### src/hw/spg_pkg.sv
package spg_pkg;

   // Register byte addresses on the AXI4-Lite bus.
   localparam logic [15:0] MGMT_CTRL_OFS  = 16'h5820;
   localparam logic [15:0] SMB_ADDR_OFS   = 16'h5824;
   localparam logic [15:0] POOL_STAT_OFS  = 16'h5828;

   // Field positions inside the management_control register.
   localparam int FILT_EN_LSB = 0;
   localparam int FILT_EN_MSB = 7;
   localparam int CSUM_BIT    = 8;
   localparam int RMCP2H_BIT  = 9;
   localparam int SHARED_BIT  = 10;
   localparam int FWD_EN_BIT  = 17;
   localparam int M2H_EN_BIT  = 21;

   // Values after reset and writable bit masks.
   localparam logic [31:0] MGMT_CTRL_RST   = 32'h0000_0000;
   localparam logic [31:0] MGMT_CTRL_WMASK = 32'h0022_07FF;
   localparam logic [6:0]  SMB_ADDR0_RST   = 7'h49;
   localparam logic [6:0]  SMB_ADDR1_RST   = 7'h4A;

   // Fragment store sizing.
   localparam logic [7:0]  FRAG_MAX    = 8'hF0;
   localparam logic [7:0]  FRAG_DEF    = 8'h20;
   localparam logic [11:0] STORE_BYTES = 12'hC00;

   // Reserved port of remote management traffic.
   localparam logic [15:0] RMCP_PORT = 16'h026F;

   // Bus answer codes.
   localparam logic [1:0] RESP_OKAY   = 2'h0;
   localparam logic [1:0] RESP_SLVERR = 2'h2;

   // Register selector codes.
   localparam logic [1:0] SEL_NONE = 2'h0;
   localparam logic [1:0] SEL_CTRL = 2'h1;
   localparam logic [1:0] SEL_ADDR = 2'h2;
   localparam logic [1:0] SEL_STAT = 2'h3;

   typedef enum logic [1:0] {SPG_TXN_IDLE, SPG_TXN_ACK, SPG_TXN_NACK, SPG_TXN_IGNORE} spg_txn_t;
   typedef enum logic [1:0] {SPG_INIT_START, SPG_INIT_RUN, SPG_INIT_READY} spg_init_t;

endpackage

### src/hw/spg_buf_divide.sv
`timescale 1ns/1ns
// Counts how many fragment buffers of the given size fit in the fragment store.
module spg_buf_divide (
   input  wire logic        core_clk,
   input  wire logic        nrst,
   input  wire logic        start,
   input  wire logic [7:0]  divisor,
   output logic             done,
   output logic [11:0]      quotient
);
   logic [11:0] rem_q, rem_d;
   logic [11:0] quo_q, quo_d;
   logic        run_q, run_d;
   logic        done_q, done_d;

   // Repeated subtraction; the divisor is read from the cycle after start onward.
   always_comb
   begin
      rem_d  = rem_q;
      quo_d  = quo_q;
      run_d  = run_q;
      done_d = 1'b0;
      if (start)
      begin
         rem_d = spg_pkg::STORE_BYTES;
         quo_d = 12'h000;
         run_d = 1'b1;
      end
      else if (run_q)
      begin
         if (rem_q >= {4'h0, divisor})
         begin
            rem_d = rem_q - {4'h0, divisor};
            quo_d = quo_q + 12'h001;
         end
         else
         begin
            run_d  = 1'b0;
            done_d = 1'b1;
         end
      end
   end

   // Registers of the divider.
   always_ff @(posedge core_clk)
   begin
      if (!nrst)
      begin
         rem_q  <= 12'h000;
         quo_q  <= 12'h000;
         run_q  <= 1'b0;
         done_q <= 1'b0;
      end
      else
      begin
         rem_q  <= rem_d;
         quo_q  <= quo_d;
         run_q  <= run_d;
         done_q <= done_d;
      end
   end

   assign done     = done_q;
   assign quotient = quo_q;
endmodule

### src/hw/spg_rx_filter.sv
`timescale 1ns/1ns
// Decides where a received packet goes, from the control register and packet facts.
module spg_rx_filter (
   input  wire logic [31:0] ctrl,
   input  wire logic [7:0]  filter_hit,
   input  wire logic        host_match,
   input  wire logic        is_udp,
   input  wire logic [15:0] dst_port,
   input  wire logic        csum_ok,
   output logic             mp_pass,
   output logic             host_pass
);
   logic filt_pass;
   logic rmcp_block;

   // Only enabled filters count; hits of disabled filters are ignored.
   assign filt_pass = |(filter_hit & ctrl[spg_pkg::FILT_EN_MSB:spg_pkg::FILT_EN_LSB]);
   // The master forward enable and the checksum filter both gate the controller path.
   assign mp_pass = ctrl[spg_pkg::FWD_EN_BIT] & filt_pass
                    & (~ctrl[spg_pkg::CSUM_BIT] | csum_ok);
   // Remote management traffic stays away from the OS when addresses are shared and RMCP to OS is clear.
   assign rmcp_block = is_udp & (dst_port == spg_pkg::RMCP_PORT)
                       & ctrl[spg_pkg::SHARED_BIT] & ~ctrl[spg_pkg::RMCP2H_BIT];
   // Filtered management traffic may also be copied to the OS.
   assign host_pass = (host_match | (ctrl[spg_pkg::M2H_EN_BIT] & filt_pass))
                      & ~rmcp_block;
endmodule

### src/hw/spg_gate.sv
// Decided for this implementation: the AXI4-Lite register port.
`timescale 1ns/1ns
// Summary of operation
// - Bad or non pass-through image NACKs all commands to its own slave addresses.
// - Foreign slave addresses are ignored, never acknowledged.
// - Address resolution may assign slave addresses at runtime.
// - Shared addresses without RMCP to OS block port 623.
// - Configured but disabled filters forward nothing.
// - Master forward enable clear blocks all controller traffic.
// - Management-to-host enable copies filtered traffic to OS.
// - Full shared pool NACKs controller packet writes.
// - Fragments up to configured size, 240 max, default 32.
// - Init splits 3 KB store by fragment size.
// - Fragment takes whole buffer; overflow NACKs transaction.
// - Checksum filter drops packets with bad checksum from the controller path only.
module spg_gate (
   input  wire logic        core_clk,
   input  wire logic        nrst,
   input  wire logic [15:0] s_axi_awaddr,
   input  wire logic        s_axi_awvalid,
   output logic             s_axi_awready,
   input  wire logic [31:0] s_axi_wdata,
   input  wire logic [3:0]  s_axi_wstrb,
   input  wire logic        s_axi_wvalid,
   output logic             s_axi_wready,
   output logic [1:0]       s_axi_bresp,
   output logic             s_axi_bvalid,
   input  wire logic        s_axi_bready,
   input  wire logic [15:0] s_axi_araddr,
   input  wire logic        s_axi_arvalid,
   output logic             s_axi_arready,
   output logic [31:0]      s_axi_rdata,
   output logic [1:0]       s_axi_rresp,
   output logic             s_axi_rvalid,
   input  wire logic        s_axi_rready,
   input  wire logic        init_req,
   input  wire logic        image_valid,
   input  wire logic        image_passthru,
   input  wire logic [7:0]  cfg_frag_size,
   input  wire logic        arp_assign,
   input  wire logic        arp_slot,
   input  wire logic [6:0]  arp_addr,
   input  wire logic        smb_start,
   input  wire logic [6:0]  smb_addr,
   input  wire logic        smb_frag,
   input  wire logic [7:0]  smb_frag_len,
   input  wire logic        smb_stop,
   output logic             smb_ack,
   output logic             smb_nack,
   input  wire logic        buf_release,
   input  wire logic        pkt_valid,
   input  wire logic [7:0]  pkt_filter_hit,
   input  wire logic        pkt_host_match,
   input  wire logic        pkt_is_udp,
   input  wire logic [15:0] pkt_dst_port,
   input  wire logic        pkt_csum_ok,
   output logic             to_mp,
   output logic             to_host
);
   // Maps a byte address onto a register selector.
   function automatic logic [1:0] reg_sel(input logic [15:0] a);
      case (a)
         spg_pkg::MGMT_CTRL_OFS: reg_sel = spg_pkg::SEL_CTRL;
         spg_pkg::SMB_ADDR_OFS:  reg_sel = spg_pkg::SEL_ADDR;
         spg_pkg::POOL_STAT_OFS: reg_sel = spg_pkg::SEL_STAT;
         default:                reg_sel = spg_pkg::SEL_NONE;
      endcase
   endfunction

   logic [31:0]       ctrl_q, ctrl_d;
   logic [6:0]        addr0_q, addr0_d;
   logic [6:0]        addr1_q, addr1_d;
   logic [15:0]       awaddr_q, awaddr_d;
   logic [31:0]       wdata_q, wdata_d;
   logic [3:0]        wstrb_q, wstrb_d;
   logic              aw_have_q, aw_have_d;
   logic              w_have_q, w_have_d;
   logic              bvalid_q, bvalid_d;
   logic [1:0]        bresp_q, bresp_d;
   logic              rvalid_q, rvalid_d;
   logic [1:0]        rresp_q, rresp_d;
   logic [31:0]       rdata_q, rdata_d;
   logic [31:0]       wmerge;
   spg_pkg::spg_init_t init_q, init_d;
   logic [7:0]        frag_q, frag_d;
   logic              pass_q, pass_d;
   logic [11:0]       nbuf_q, nbuf_d;
   logic [11:0]       used_q, used_d;
   spg_pkg::spg_txn_t txn_q, txn_d;
   logic              to_mp_q, to_host_q;
   logic              div_done;
   logic [11:0]       div_quo;
   logic              ready;
   logic              addr_hit;
   logic              smb_take;
   logic              rx_take;
   logic              rel;
   logic              mp_pass, host_pass;

   // Bus slave: address and data are held independently, then written together.
   always_comb
   begin
      awaddr_d  = awaddr_q;
      wdata_d   = wdata_q;
      wstrb_d   = wstrb_q;
      aw_have_d = aw_have_q;
      w_have_d  = w_have_q;
      bvalid_d  = bvalid_q;
      bresp_d   = bresp_q;
      rvalid_d  = rvalid_q;
      rresp_d   = rresp_q;
      rdata_d   = rdata_q;
      ctrl_d    = ctrl_q;
      addr0_d   = addr0_q;
      addr1_d   = addr1_q;
      for (int i = 0; i < 4; i++)
         wmerge[i*8 +: 8] = wstrb_q[i] ? wdata_q[i*8 +: 8] : ctrl_q[i*8 +: 8];
      if (s_axi_awvalid && s_axi_awready)
      begin
         awaddr_d  = s_axi_awaddr;
         aw_have_d = 1'b1;
      end
      if (s_axi_wvalid && s_axi_wready)
      begin
         wdata_d  = s_axi_wdata;
         wstrb_d  = s_axi_wstrb;
         w_have_d = 1'b1;
      end
      if (aw_have_q && w_have_q && !bvalid_q)
      begin
         aw_have_d = 1'b0;
         w_have_d  = 1'b0;
         bvalid_d  = 1'b1;
         bresp_d   = spg_pkg::RESP_OKAY;
         case (reg_sel(awaddr_q))
            spg_pkg::SEL_CTRL:
               ctrl_d = (ctrl_q & ~spg_pkg::MGMT_CTRL_WMASK) | (wmerge & spg_pkg::MGMT_CTRL_WMASK);
            spg_pkg::SEL_ADDR:
            begin
               if (wstrb_q[0])
                  addr0_d = wdata_q[6:0];
               if (wstrb_q[1])
                  addr1_d = wdata_q[14:8];
            end
            spg_pkg::SEL_STAT: bresp_d = spg_pkg::RESP_OKAY;
            default:           bresp_d = spg_pkg::RESP_SLVERR;
         endcase
      end
      else if (bvalid_q && s_axi_bready)
         bvalid_d = 1'b0;
      // Address resolution overrides a bus write in the same cycle.
      if (arp_assign && !arp_slot)
         addr0_d = arp_addr;
      if (arp_assign && arp_slot)
         addr1_d = arp_addr;
      if (s_axi_arvalid && s_axi_arready)
      begin
         rvalid_d = 1'b1;
         rresp_d  = spg_pkg::RESP_OKAY;
         case (reg_sel(s_axi_araddr))
            spg_pkg::SEL_CTRL: rdata_d = ctrl_q;
            spg_pkg::SEL_ADDR: rdata_d = {8'h00, frag_q, 1'b0, addr1_q, 1'b0, addr0_q};
            spg_pkg::SEL_STAT: rdata_d = {pass_q, ready, 2'h0, nbuf_q, 4'h0, used_q};
            default:
            begin
               rdata_d = 32'h0000_0000;
               rresp_d = spg_pkg::RESP_SLVERR;
            end
         endcase
      end
      else if (rvalid_q && s_axi_rready)
         rvalid_d = 1'b0;
   end

   // Bus slave registers.
   always_ff @(posedge core_clk)
   begin
      if (!nrst)
      begin
         awaddr_q  <= 16'h0000;
         wdata_q   <= 32'h0000_0000;
         wstrb_q   <= 4'h0;
         aw_have_q <= 1'b0;
         w_have_q  <= 1'b0;
         bvalid_q  <= 1'b0;
         bresp_q   <= spg_pkg::RESP_OKAY;
         rvalid_q  <= 1'b0;
         rresp_q   <= spg_pkg::RESP_OKAY;
         rdata_q   <= 32'h0000_0000;
         ctrl_q    <= spg_pkg::MGMT_CTRL_RST;
         addr0_q   <= spg_pkg::SMB_ADDR0_RST;
         addr1_q   <= spg_pkg::SMB_ADDR1_RST;
      end
      else
      begin
         awaddr_q  <= awaddr_d;
         wdata_q   <= wdata_d;
         wstrb_q   <= wstrb_d;
         aw_have_q <= aw_have_d;
         w_have_q  <= w_have_d;
         bvalid_q  <= bvalid_d;
         bresp_q   <= bresp_d;
         rvalid_q  <= rvalid_d;
         rresp_q   <= rresp_d;
         rdata_q   <= rdata_d;
         ctrl_q    <= ctrl_d;
         addr0_q   <= addr0_d;
         addr1_q   <= addr1_d;
      end
   end

   assign s_axi_awready = !aw_have_q && !bvalid_q;
   assign s_axi_wready  = !w_have_q && !bvalid_q;
   assign s_axi_bvalid  = bvalid_q;
   assign s_axi_bresp   = bresp_q;
   assign s_axi_arready = !rvalid_q;
   assign s_axi_rvalid  = rvalid_q;
   assign s_axi_rresp   = rresp_q;
   assign s_axi_rdata   = rdata_q;

   spg_buf_divide u_div (
      .core_clk (core_clk),
      .nrst     (nrst),
      .start    (init_q == spg_pkg::SPG_INIT_START),
      .divisor  (frag_q),
      .done     (div_done),
      .quotient (div_quo)
   );

   spg_rx_filter u_filt (
      .ctrl       (ctrl_q),
      .filter_hit (pkt_filter_hit),
      .host_match (pkt_host_match),
      .is_udp     (pkt_is_udp),
      .dst_port   (pkt_dst_port),
      .csum_ok    (pkt_csum_ok),
      .mp_pass    (mp_pass),
      .host_pass  (host_pass)
   );

   assign ready    = (init_q == spg_pkg::SPG_INIT_READY);
   assign addr_hit = (smb_addr == addr0_q) || (smb_addr == addr1_q);
   assign smb_take = smb_frag && (txn_q == spg_pkg::SPG_TXN_ACK) && ready
                     && (smb_frag_len <= frag_q) && (used_q < nbuf_q);
   assign rx_take  = pkt_valid && mp_pass && ready
                     && ((used_q + {11'h000, smb_take}) < nbuf_q);
   assign rel      = buf_release && (used_q != 12'h000);

   // Initialization, transaction gating and buffer pool accounting.
   always_comb
   begin
      init_d = init_q;
      frag_d = frag_q;
      pass_d = pass_q;
      nbuf_d = nbuf_q;
      used_d = used_q + {11'h000, smb_take} + {11'h000, rx_take} - {11'h000, rel};
      txn_d  = txn_q;
      case (init_q)
         spg_pkg::SPG_INIT_START:
         begin
            // Stored settings are captured here only, then held until re-initialization.
            pass_d = image_valid && image_passthru;
            if (cfg_frag_size == 8'h00)
               frag_d = spg_pkg::FRAG_DEF;
            else if (cfg_frag_size > spg_pkg::FRAG_MAX)
               frag_d = spg_pkg::FRAG_MAX;
            else
               frag_d = cfg_frag_size;
            used_d = 12'h000;
            init_d = spg_pkg::SPG_INIT_RUN;
         end
         spg_pkg::SPG_INIT_RUN:
         begin
            used_d = 12'h000;
            if (div_done)
            begin
               nbuf_d = div_quo;
               init_d = spg_pkg::SPG_INIT_READY;
            end
         end
         spg_pkg::SPG_INIT_READY:
            if (init_req)
               init_d = spg_pkg::SPG_INIT_START;
         default: init_d = spg_pkg::SPG_INIT_START;
      endcase
      case (txn_q)
         spg_pkg::SPG_TXN_ACK:
            if (smb_stop)
               txn_d = spg_pkg::SPG_TXN_IDLE;
            else if (smb_frag && !smb_take)
               txn_d = spg_pkg::SPG_TXN_NACK;
         spg_pkg::SPG_TXN_IDLE, spg_pkg::SPG_TXN_NACK, spg_pkg::SPG_TXN_IGNORE:
            if (smb_stop)
               txn_d = spg_pkg::SPG_TXN_IDLE;
         default: txn_d = spg_pkg::SPG_TXN_IDLE;
      endcase
      if (smb_start)
      begin
         if (!addr_hit)
            txn_d = spg_pkg::SPG_TXN_IGNORE;
         else if (!pass_q || !ready)
            txn_d = spg_pkg::SPG_TXN_NACK;
         else
            txn_d = spg_pkg::SPG_TXN_ACK;
      end
   end

   // Registers of initialization, transactions and routing outputs.
   always_ff @(posedge core_clk)
   begin
      if (!nrst)
      begin
         init_q    <= spg_pkg::SPG_INIT_START;
         frag_q    <= spg_pkg::FRAG_DEF;
         pass_q    <= 1'b0;
         nbuf_q    <= 12'h000;
         used_q    <= 12'h000;
         txn_q     <= spg_pkg::SPG_TXN_IDLE;
         to_mp_q   <= 1'b0;
         to_host_q <= 1'b0;
      end
      else
      begin
         init_q    <= init_d;
         frag_q    <= frag_d;
         pass_q    <= pass_d;
         nbuf_q    <= nbuf_d;
         used_q    <= used_d;
         txn_q     <= txn_d;
         to_mp_q   <= rx_take;
         to_host_q <= pkt_valid && host_pass;
      end
   end

   assign smb_ack  = (txn_q == spg_pkg::SPG_TXN_ACK);
   assign smb_nack = (txn_q == spg_pkg::SPG_TXN_NACK);
   assign to_mp    = to_mp_q;
   assign to_host  = to_host_q;
endmodule

### config.mk
export PLATFORM = sky130hd
export DESIGN_NAME = spg_gate
export DESIGN_NICKNAME = d
export VERILOG_FILES = /design/src/hw/spg_pkg.sv /design/src/hw/spg_buf_divide.sv /design/src/hw/spg_rx_filter.sv /design/src/hw/spg_gate.sv
export SDC_FILE = /design/constraint.sdc
export NUM_CORES = 1
export LEC_CHECK = 0
export BUFFER_PORTS_ARGS = -buffer_cell sky130_fd_sc_hd__buf_2
export CAP_MARGIN = 20
export CORE_ASPECT_RATIO = 0.8
export CORE_MARGIN = 2
export CORE_UTILIZATION = 55
export CTS_CLUSTER_DIAMETER = 150
export DETAILED_ROUTE_END_ITERATION = 6
export HOLD_SLACK_MARGIN = 0.06
export PLACE_DENSITY = 0.91
export SLEW_MARGIN = 20
export SYNTH_ARGS = -nofsm -noshare
export SYNTH_HDL_FRONTEND = slang
export SYNTH_SLANG_ARGS = --single-unit
### constraint.sdc
create_clock -name core_clk -period 6.07 [get_ports core_clk]
set_input_delay 0.607 -clock core_clk [delete_from_list [all_inputs] [get_ports core_clk]]
set_output_delay 0.607 -clock core_clk [all_outputs]
set_load 0.01 [all_outputs]
Yosys cells after proc, flatten, opt, wreduce, memory -nomap -nowiden
Cells that the tools add are included.
{ "op_classes": {"addsub": 5, "order_cmp": 5, "eq_ne": 24, "muxes": 41, "bitwise_logic": 16, "n_reduce_logical": 62} }
{ "op_table": {"columns": ["op", "n"], "rows": [
  ["$eq A16 B15 Y1 const B", 6],
  ["$pmux W32 S3", 1],
  ["$mux W7", 8],
  ["$mux W12", 3],
  ["$or A32 B22 Y32", 1],
  ["$add A12 B1 Y12", 2],
  ["$lt A12 B12 Y1", 2],
  ["$mux W2", 12],
  ["$mux W8", 3],
  ["$logic_and A1 B1 Y1", 22],
  ["$reduce_bool A2 Y1", 10],
  ["$pmux W2 S3", 3],
  ["$eq A16 B10 Y1 const B", 1],
  ["$reduce_or A3 Y1", 5],
  ["$eq A2 B2 Y1 const B", 7],
  ["$eq A7 B7 Y1", 2],
  ["$add A12 B1 Y12 const B", 1],
  ["$ge A12 B8 Y1", 1],
  ["$reduce_and A2 Y1", 6],
  ["$reduce_bool A12 Y1", 1],
  ["$sub A12 B1 Y12", 1],
  ["$sub A12 B8 Y12", 1],
  ["$and A8 B8 Y8", 1],
  ["$eq A2 B1 Y1 const B", 4],
  ["20 further kinds", 49]
]} }
{ "word_totals": {"ff_bits": 192, "inputBits": 142, "wordCells": 179} }

Depth between registers and ports, before layout
{ "logic_depth": {"word_depth": 11, "depth_mapped": 26, "depth_no_buf": 26} }

Modules after synthesis
A second synthesis with hierarchy kept.
{ "unflattened": {"cells_unflattened": 1063, "area_unflattened_um2": 8769.7} }
{ "modules_own_cells": {"columns": ["mod", "instances", "cells_each", "area_each_um2"], "rows": [
  ["spg_gate", 1, 852, 7015.5],
  ["spg_buf_divide", 1, 195, 1625.3],
  ["spg_rx_filter", 1, 16, 128.9]
]} }

Worst setup path after synthesis
No wires, ideal clock.
{ "synth_timing": {"path_kind": "in2reg", "startpoint": "in smb_frag_len[1]", "endpoint": "reg used_q[10]", "setup_ns": 0.072, "arrival_time_ns": 4.706, "required_ns": 5.998, "setup_slack_ns": 1.292, "stages": 24, "cell_sequence": "ha_1 -> nor2b_1 -> o211ai_1 -> a21oi_1 -> o22a_1 -> nor2_1 -> ha_1 -> ha_1 -> nand3_1 -> xnor2_1 -> ha_1 -> o21a_1 -> o211ai_1 -> o2111ai_1 -> nor2_1 -> ha_1 -> inv_1 -> fa_1 -> nor2b_1 -> o21ai_0 -> a21boi_0 -> o21ai_0 -> a21oi_1 -> mux2i_1"} }
{ "synth_between": {"elab_chain_cells": 8} }
{ "synth_lines": {"columns": ["element", "line", "rtl"], "rows": [
  ["start, declared", "spg_gate.sv:46", "input wire logic [7:0] smb_frag_len,"],
  ["$le A8 B8 Y1", "spg_gate.sv:244", "&& (smb_frag_len <= frag_q) && (used_q < nbuf_q);"],
  ["$logic_and A1 B1 Y1 (2 in a row)", "spg_gate.sv:244", null],
  ["$add A12 B1 Y12", "spg_gate.sv:246", "&& ((used_q + {11'h000, smb_take}) < nbuf_q);"],
  ["$lt A12 B12 Y1", "spg_gate.sv:246", null],
  ["$logic_and A1 B1 Y1", "spg_gate.sv:246", null],
  ["via rx_take", "spg_gate.sv:96", "logic rx_take;"],
  ["$add A12 B1 Y12", "spg_gate.sv:256", "used_d = used_q + {11'h000, smb_take} + {11'h000, rx_take} - {11'h000, rel};"],
  ["$sub A12 B1 Y12", "spg_gate.sv:256", null],
  ["end signal, assigned", "spg_gate.sv:328", "used_q <= used_d;"],
  ["end, declared", "spg_gate.sv:88", "logic [11:0] used_q, used_d;"]
]} }
The timed path passes the listed nets, and every way through them passes these cells.
A chain may end at the register's enable or synchronous reset.

Final worst setup path
{ "layout_timing": {"startpoint": "reg used_q[2]", "endpoint": "reg used_q[10]"} }
{ "layout_between": {"elab_chain_cells": 7, "elab_cells_between_ends": 9, "cone_classes": "add/sub (3); order compare (2); reduce/logical (4)"} }
{ "layout_lines": {"columns": ["element", "line"], "rows": [
  ["$lt A12 B12 Y1", "spg_gate.sv:244"],
  ["$logic_and A1 B1 Y1", "spg_gate.sv:244"],
  ["$add A12 B1 Y12 (*)", "spg_gate.sv:246"],
  ["$lt A12 B12 Y1 (*)", "spg_gate.sv:246"],
  ["$logic_and A1 B1 Y1 (*)", "spg_gate.sv:246"],
  ["via rx_take", "spg_gate.sv:96"],
  ["$add A12 B1 Y12 (*)", "spg_gate.sv:256"],
  ["$sub A12 B1 Y12 (*)", "spg_gate.sv:256"]
]} }
The timed path passes the listed nets; every way through them passes the cells marked *.

==> summary.txt <==
STA
  – Max Freq: 177 MHz
  – Period utilization: 92.9%
  – Setup-failing EPs final: 0
  – Minimum clock period: 5.64 ns
  – Max Transition Viols Final: 0
  – Clock Skews: 0.0107 ns
  – Worst slew pin tran: 0.970 ns
  – Fin Setup TNS: 0 ns
  – Final Hold Fails: 0
  – RSZ-0062 raised after global routing: false
  – Worst rel slew slack: 35.2%

Placed design
  – DP HPWL: 17900 um
  – Dpl cells: 1401
  – Routability cong.: 0.939
  – Port-buffer cells: 168

Logic synthesis
  – Main synth FF type: dfxtp_1
  – Post-Synth Simple-Gate Area: 22.9%
  – Synth area leader: dfxtp_1
  – Syn_area_per_cell: 8.16 sq um
  – Mapped Cells: 1066
  – Synth Register Bits: 164
  – Mux share of post-synthesis cell area: 3.24%
  – Adder-cell area share of the yosys netlist: 8.08%
  – Synth unique cells: 65
  – Synth top area cells: dfxtp_1 38%, nand2_1 8.6%, ha_1 7.6%
  – Synth top area share: 37.7%
  – Post-synthesis compound-gate area fraction: 18.8%
  – Post-synthesis cell area: 0.00870 sq mm
  – Post-synth EDFFs: 0
  – Largest family of logic cells by synthesized area: simple AND/OR/NAND/NOR gates
  – Synth async-reset ratio: 0%
  – Post-synthesis sequential area ratio: 37.7%
  – XOR/XNOR Fraction of Synth Area: 4.23%
  – YS warnings: 0

Power and ir drop
  – Psw: 0.672 mW
  – Sequential share of power: 46.0%
  – Logic pwr share: 12.4%
  – Clock Power Share: 41.6%
  – Total power: 2.52 mW
  – Internal power: 1.85 mW
  – Pwr per Cell Area: 247 mW/mm^2
  – Sw frac: 26.7%
  – Leak: 4.30 nW
  – VDD IR max: 186 uV

Worst setup path
  – Worst-path fanout max: 10
  – Endpoint class of the critical path: register
  – Crit-path leading delay family: compound AO/OA/AOI/OAI gates
  – Critical path buffer and inverter count: 1
  – R2r setup slk: 0.43 ns
  – Crit path cell chain: ha_1 > a211oi_1 > o21ai_0 > o2111ai_1 > nand4_1 > nor2_1 > ha_1 > ha_1 > nand3_1 > xnor2_1 > ha_1 > o21a_1 > o211ai_1 > o2111ai_1 > nor2_1 > ha_1 > inv_1 > fa_1 > nor2b_1 > o21ai_0 > a21boi_0 > o21ai_0 > a21oi_1 > mux2i_1
  – Critical Path Max Stage Delay: 0.59 ns
  – WP data required: 6.43 ns
  – CP max stage cell: dfxtp_1
  – CP Class: register to register
  – Cell mode on critical path: ha_1
  – Worst EP arrival: 6.00 ns
  – CP Launch Type: register

Worst hold path
  – HP Class: input pin to register

Global routing
  – Overall Global Routing Usage: 29.2%
  – Congestion Overflow GR: 0
  – Initial antenna violation count: 1
  – Number of global-route vias before repair: 7860
  – Largest net degree at the start of global routing: 73
  – First-pass GRT wire length: 38500 um

Drt
  – DRC: 0
  – DRT Pass-1 Iters: 6
  – Post-route antenna net violation count: 0
  – DR vias/cell: 5.88
  – Via count: 8427
  – Drt first-iter violations: 906
  – Final Routed Wirelength: 24600 um
  – Drt wl/cell: 17.1 um

Floorplan
  – Core Area: 0.0156 sq mm
  – Die width: 145 um
  – Die area: 0.0169 sq mm
  – Die H: 117 um
  – Initial core utilization: 55.6%
  – Ports: 187
  – Row count: 41

CTS
  – Post_cts resized: 0
  – TritonCTS buffer count: 17
  – CTS Sinks: 164
  – Clk slew on worst S/H paths: 0.07 ns
  – Clk_lat worst skew: 0.43 ns
  – Root Driver: clkbuf_16
  – Setup repair bufs after CTS: 0
  – Clock tree buffer depth: 2
  – CTS tree: built
  – # hold bufs at CTS: 0
  – CTS H-Tree Depth: 4

Layout
  – Final #Nets: 1402
  – Layout area overhead: 17.2%
  – Inserted Diodes: 0
  – Fill count: 1251
  – Non-Filler Instances: 1433
  – Layout cells sized above 1: 18.1%

Job
  – MaxCap Viol Count: 0

Outcome
  – Status: finished, final reports clean
## Yosys cell counts, types with 3 or more instances
| master | n |
|---|---|
| and2_1 | 6 |
| clkbuf_1 | 38 |
| a22oi_1 | 5 |
| buf_1 | 4 |
| a21oi_1 | 61 |
| o21ai_0 | 40 |
| or2_2 | 7 |
| a211oi_1 | 10 |
| nor4b_1 | 4 |
| and4_1 | 3 |
| a22o_1 | 13 |
| xnor2_1 | 26 |
| nor3_1 | 25 |
| ha_1 | 53 |
| o21a_1 | 6 |
| o211a_1 | 8 |
| nand4_1 | 17 |
| and3_1 | 13 |
| o2111ai_1 | 8 |
| nor4_1 | 8 |
| buf_2 | 7 |
| mux2i_1 | 27 |
| nor2_1 | 68 |
| a21boi_0 | 42 |
| buf_4 | 4 |
| xor2_1 | 16 |
| a221oi_1 | 9 |
| nand3_1 | 45 |
| inv_1 | 50 |
| nand3b_1 | 4 |
| nand2b_1 | 4 |
| nand2_1 | 199 |
| a31oi_1 | 5 |
| o211ai_1 | 8 |
| dfxtp_1 | 164 |
| nor2b_1 | 18 |
| a21o_1 | 3 |
## power by group through the flow
stage          Sequential, mW  Combinational (mW)  Clock (mW)
2_1_floorplan            1.17               0.211           0
3_3_place_gp             1.18               0.294           0
3_5_place_dp             1.18               0.304           0
4_1_cts                  1.16               0.308        1.05
5_1_grt                  1.16               0.346        1.10
6_report                 1.16               0.312        1.05
## flip-flops by register name, summed over array words and instances, names as in the netlist, 3 cells and up
| register | cells |
|---|---|
| wstrb_q | 3 |
| wdata_q | 17 |
| awaddr_q | 16 |
| u_div.quotient | 12 |
| frag_q | 8 |
| nbuf_q | 12 |
| u_div.rem_q | 12 |
| used_q | 12 |
| ctrl_q | 13 |
| addr1_q | 7 |
| s_axi_rdata | 30 |
| addr0_q | 7 |
## worst paths after layout
path / startpoint / endpoint / cells after the start
min: s_axi_rready / s_axi_rvalid$_SDFFE_PN0P_ / 2
max reg2reg: used_q[2]$_SDFF_PP0_ / used_q[10]$_SDFF_PP0_ / 24
min reg2reg: s_axi_rdata[25]$_SDFFE_PN0P_ / s_axi_rdata[25]$_SDFFE_PN0P_ / 2
max: used_q[2]$_SDFF_PP0_ / used_q[10]$_SDFF_PP0_ / 24
## logic make-up after synthesis
| family | after synthesis |
|---|---|
| other cells | 1 |
| fa+ha+maj | 55 |
| buf+inv | 105 |
| mux | 28 |
| simple gates | 431 |
| flops | 164 |
| xor+xnor | 42 |
| compound gates | 240 |
## routing by layer
layer	vias up	share of wire, %	track usage [%]	wire [um]
met5	-	0.053	0	13
met2	429	44	44.9	10900
li1	4024	-	-	-
met3	78	10	9.27	2470
met4	2	3.1	11.7	750
met1	3894	42	38.4	10400
## cells in the final DEF, fill, tap and decap left out, types with 13 or more instances in the layout
cell type,Yosys,routed
a21boi_0,42,42
a21oi_1,61,61
a22o_1,13,13
and3_1,13,13
buf_2,7,168
clkbuf_16,0,17
dfxtp_1,164,164
ha_1,53,53
inv_1,50,50
mux2i_1,27,27
nand2_1,199,199
nand3_1,45,45
nand4_1,17,17
nor2_1,68,68
nor2b_1,18,18
nor3_1,25,25
o21ai_0,40,40
xnor2_1,26,26
xor2_1,16,16
## final cells by class
| type | instances | area [sq um] | share of cell area [%] |
|---|---|---|---|
| Clock buffer | 21 | 470 | 4.61 |
| Clock inverter | 11 | 98.8 | 0.969 |
| Inverter | 50 | 188 | 1.84 |
| Multi-Input combinational cell | 798 | 5000 | 49.0 |
| Sequential cell | 164 | 3280 | 32.2 |
| Tap cell | 215 | 269 | 2.64 |
| Timing Repair Buffer | 174 | 886 | 8.69 |
## metrics by stage
stage               utilization [%]  cell area, sq um  hold WS (ns)  worst slack [ns]
floorplan                         -              8710         0.436              1.29
global placement               61.5              9620         0.436             0.665
detailed placement             61.5              9620         0.447             0.476
CTS                            65.1             10200         0.345             0.533
global route                   65.2             10200         0.344            0.0264
finish                         65.2             10200         0.360             0.430
No activity file was read; power rests on OpenSTA's default activity.
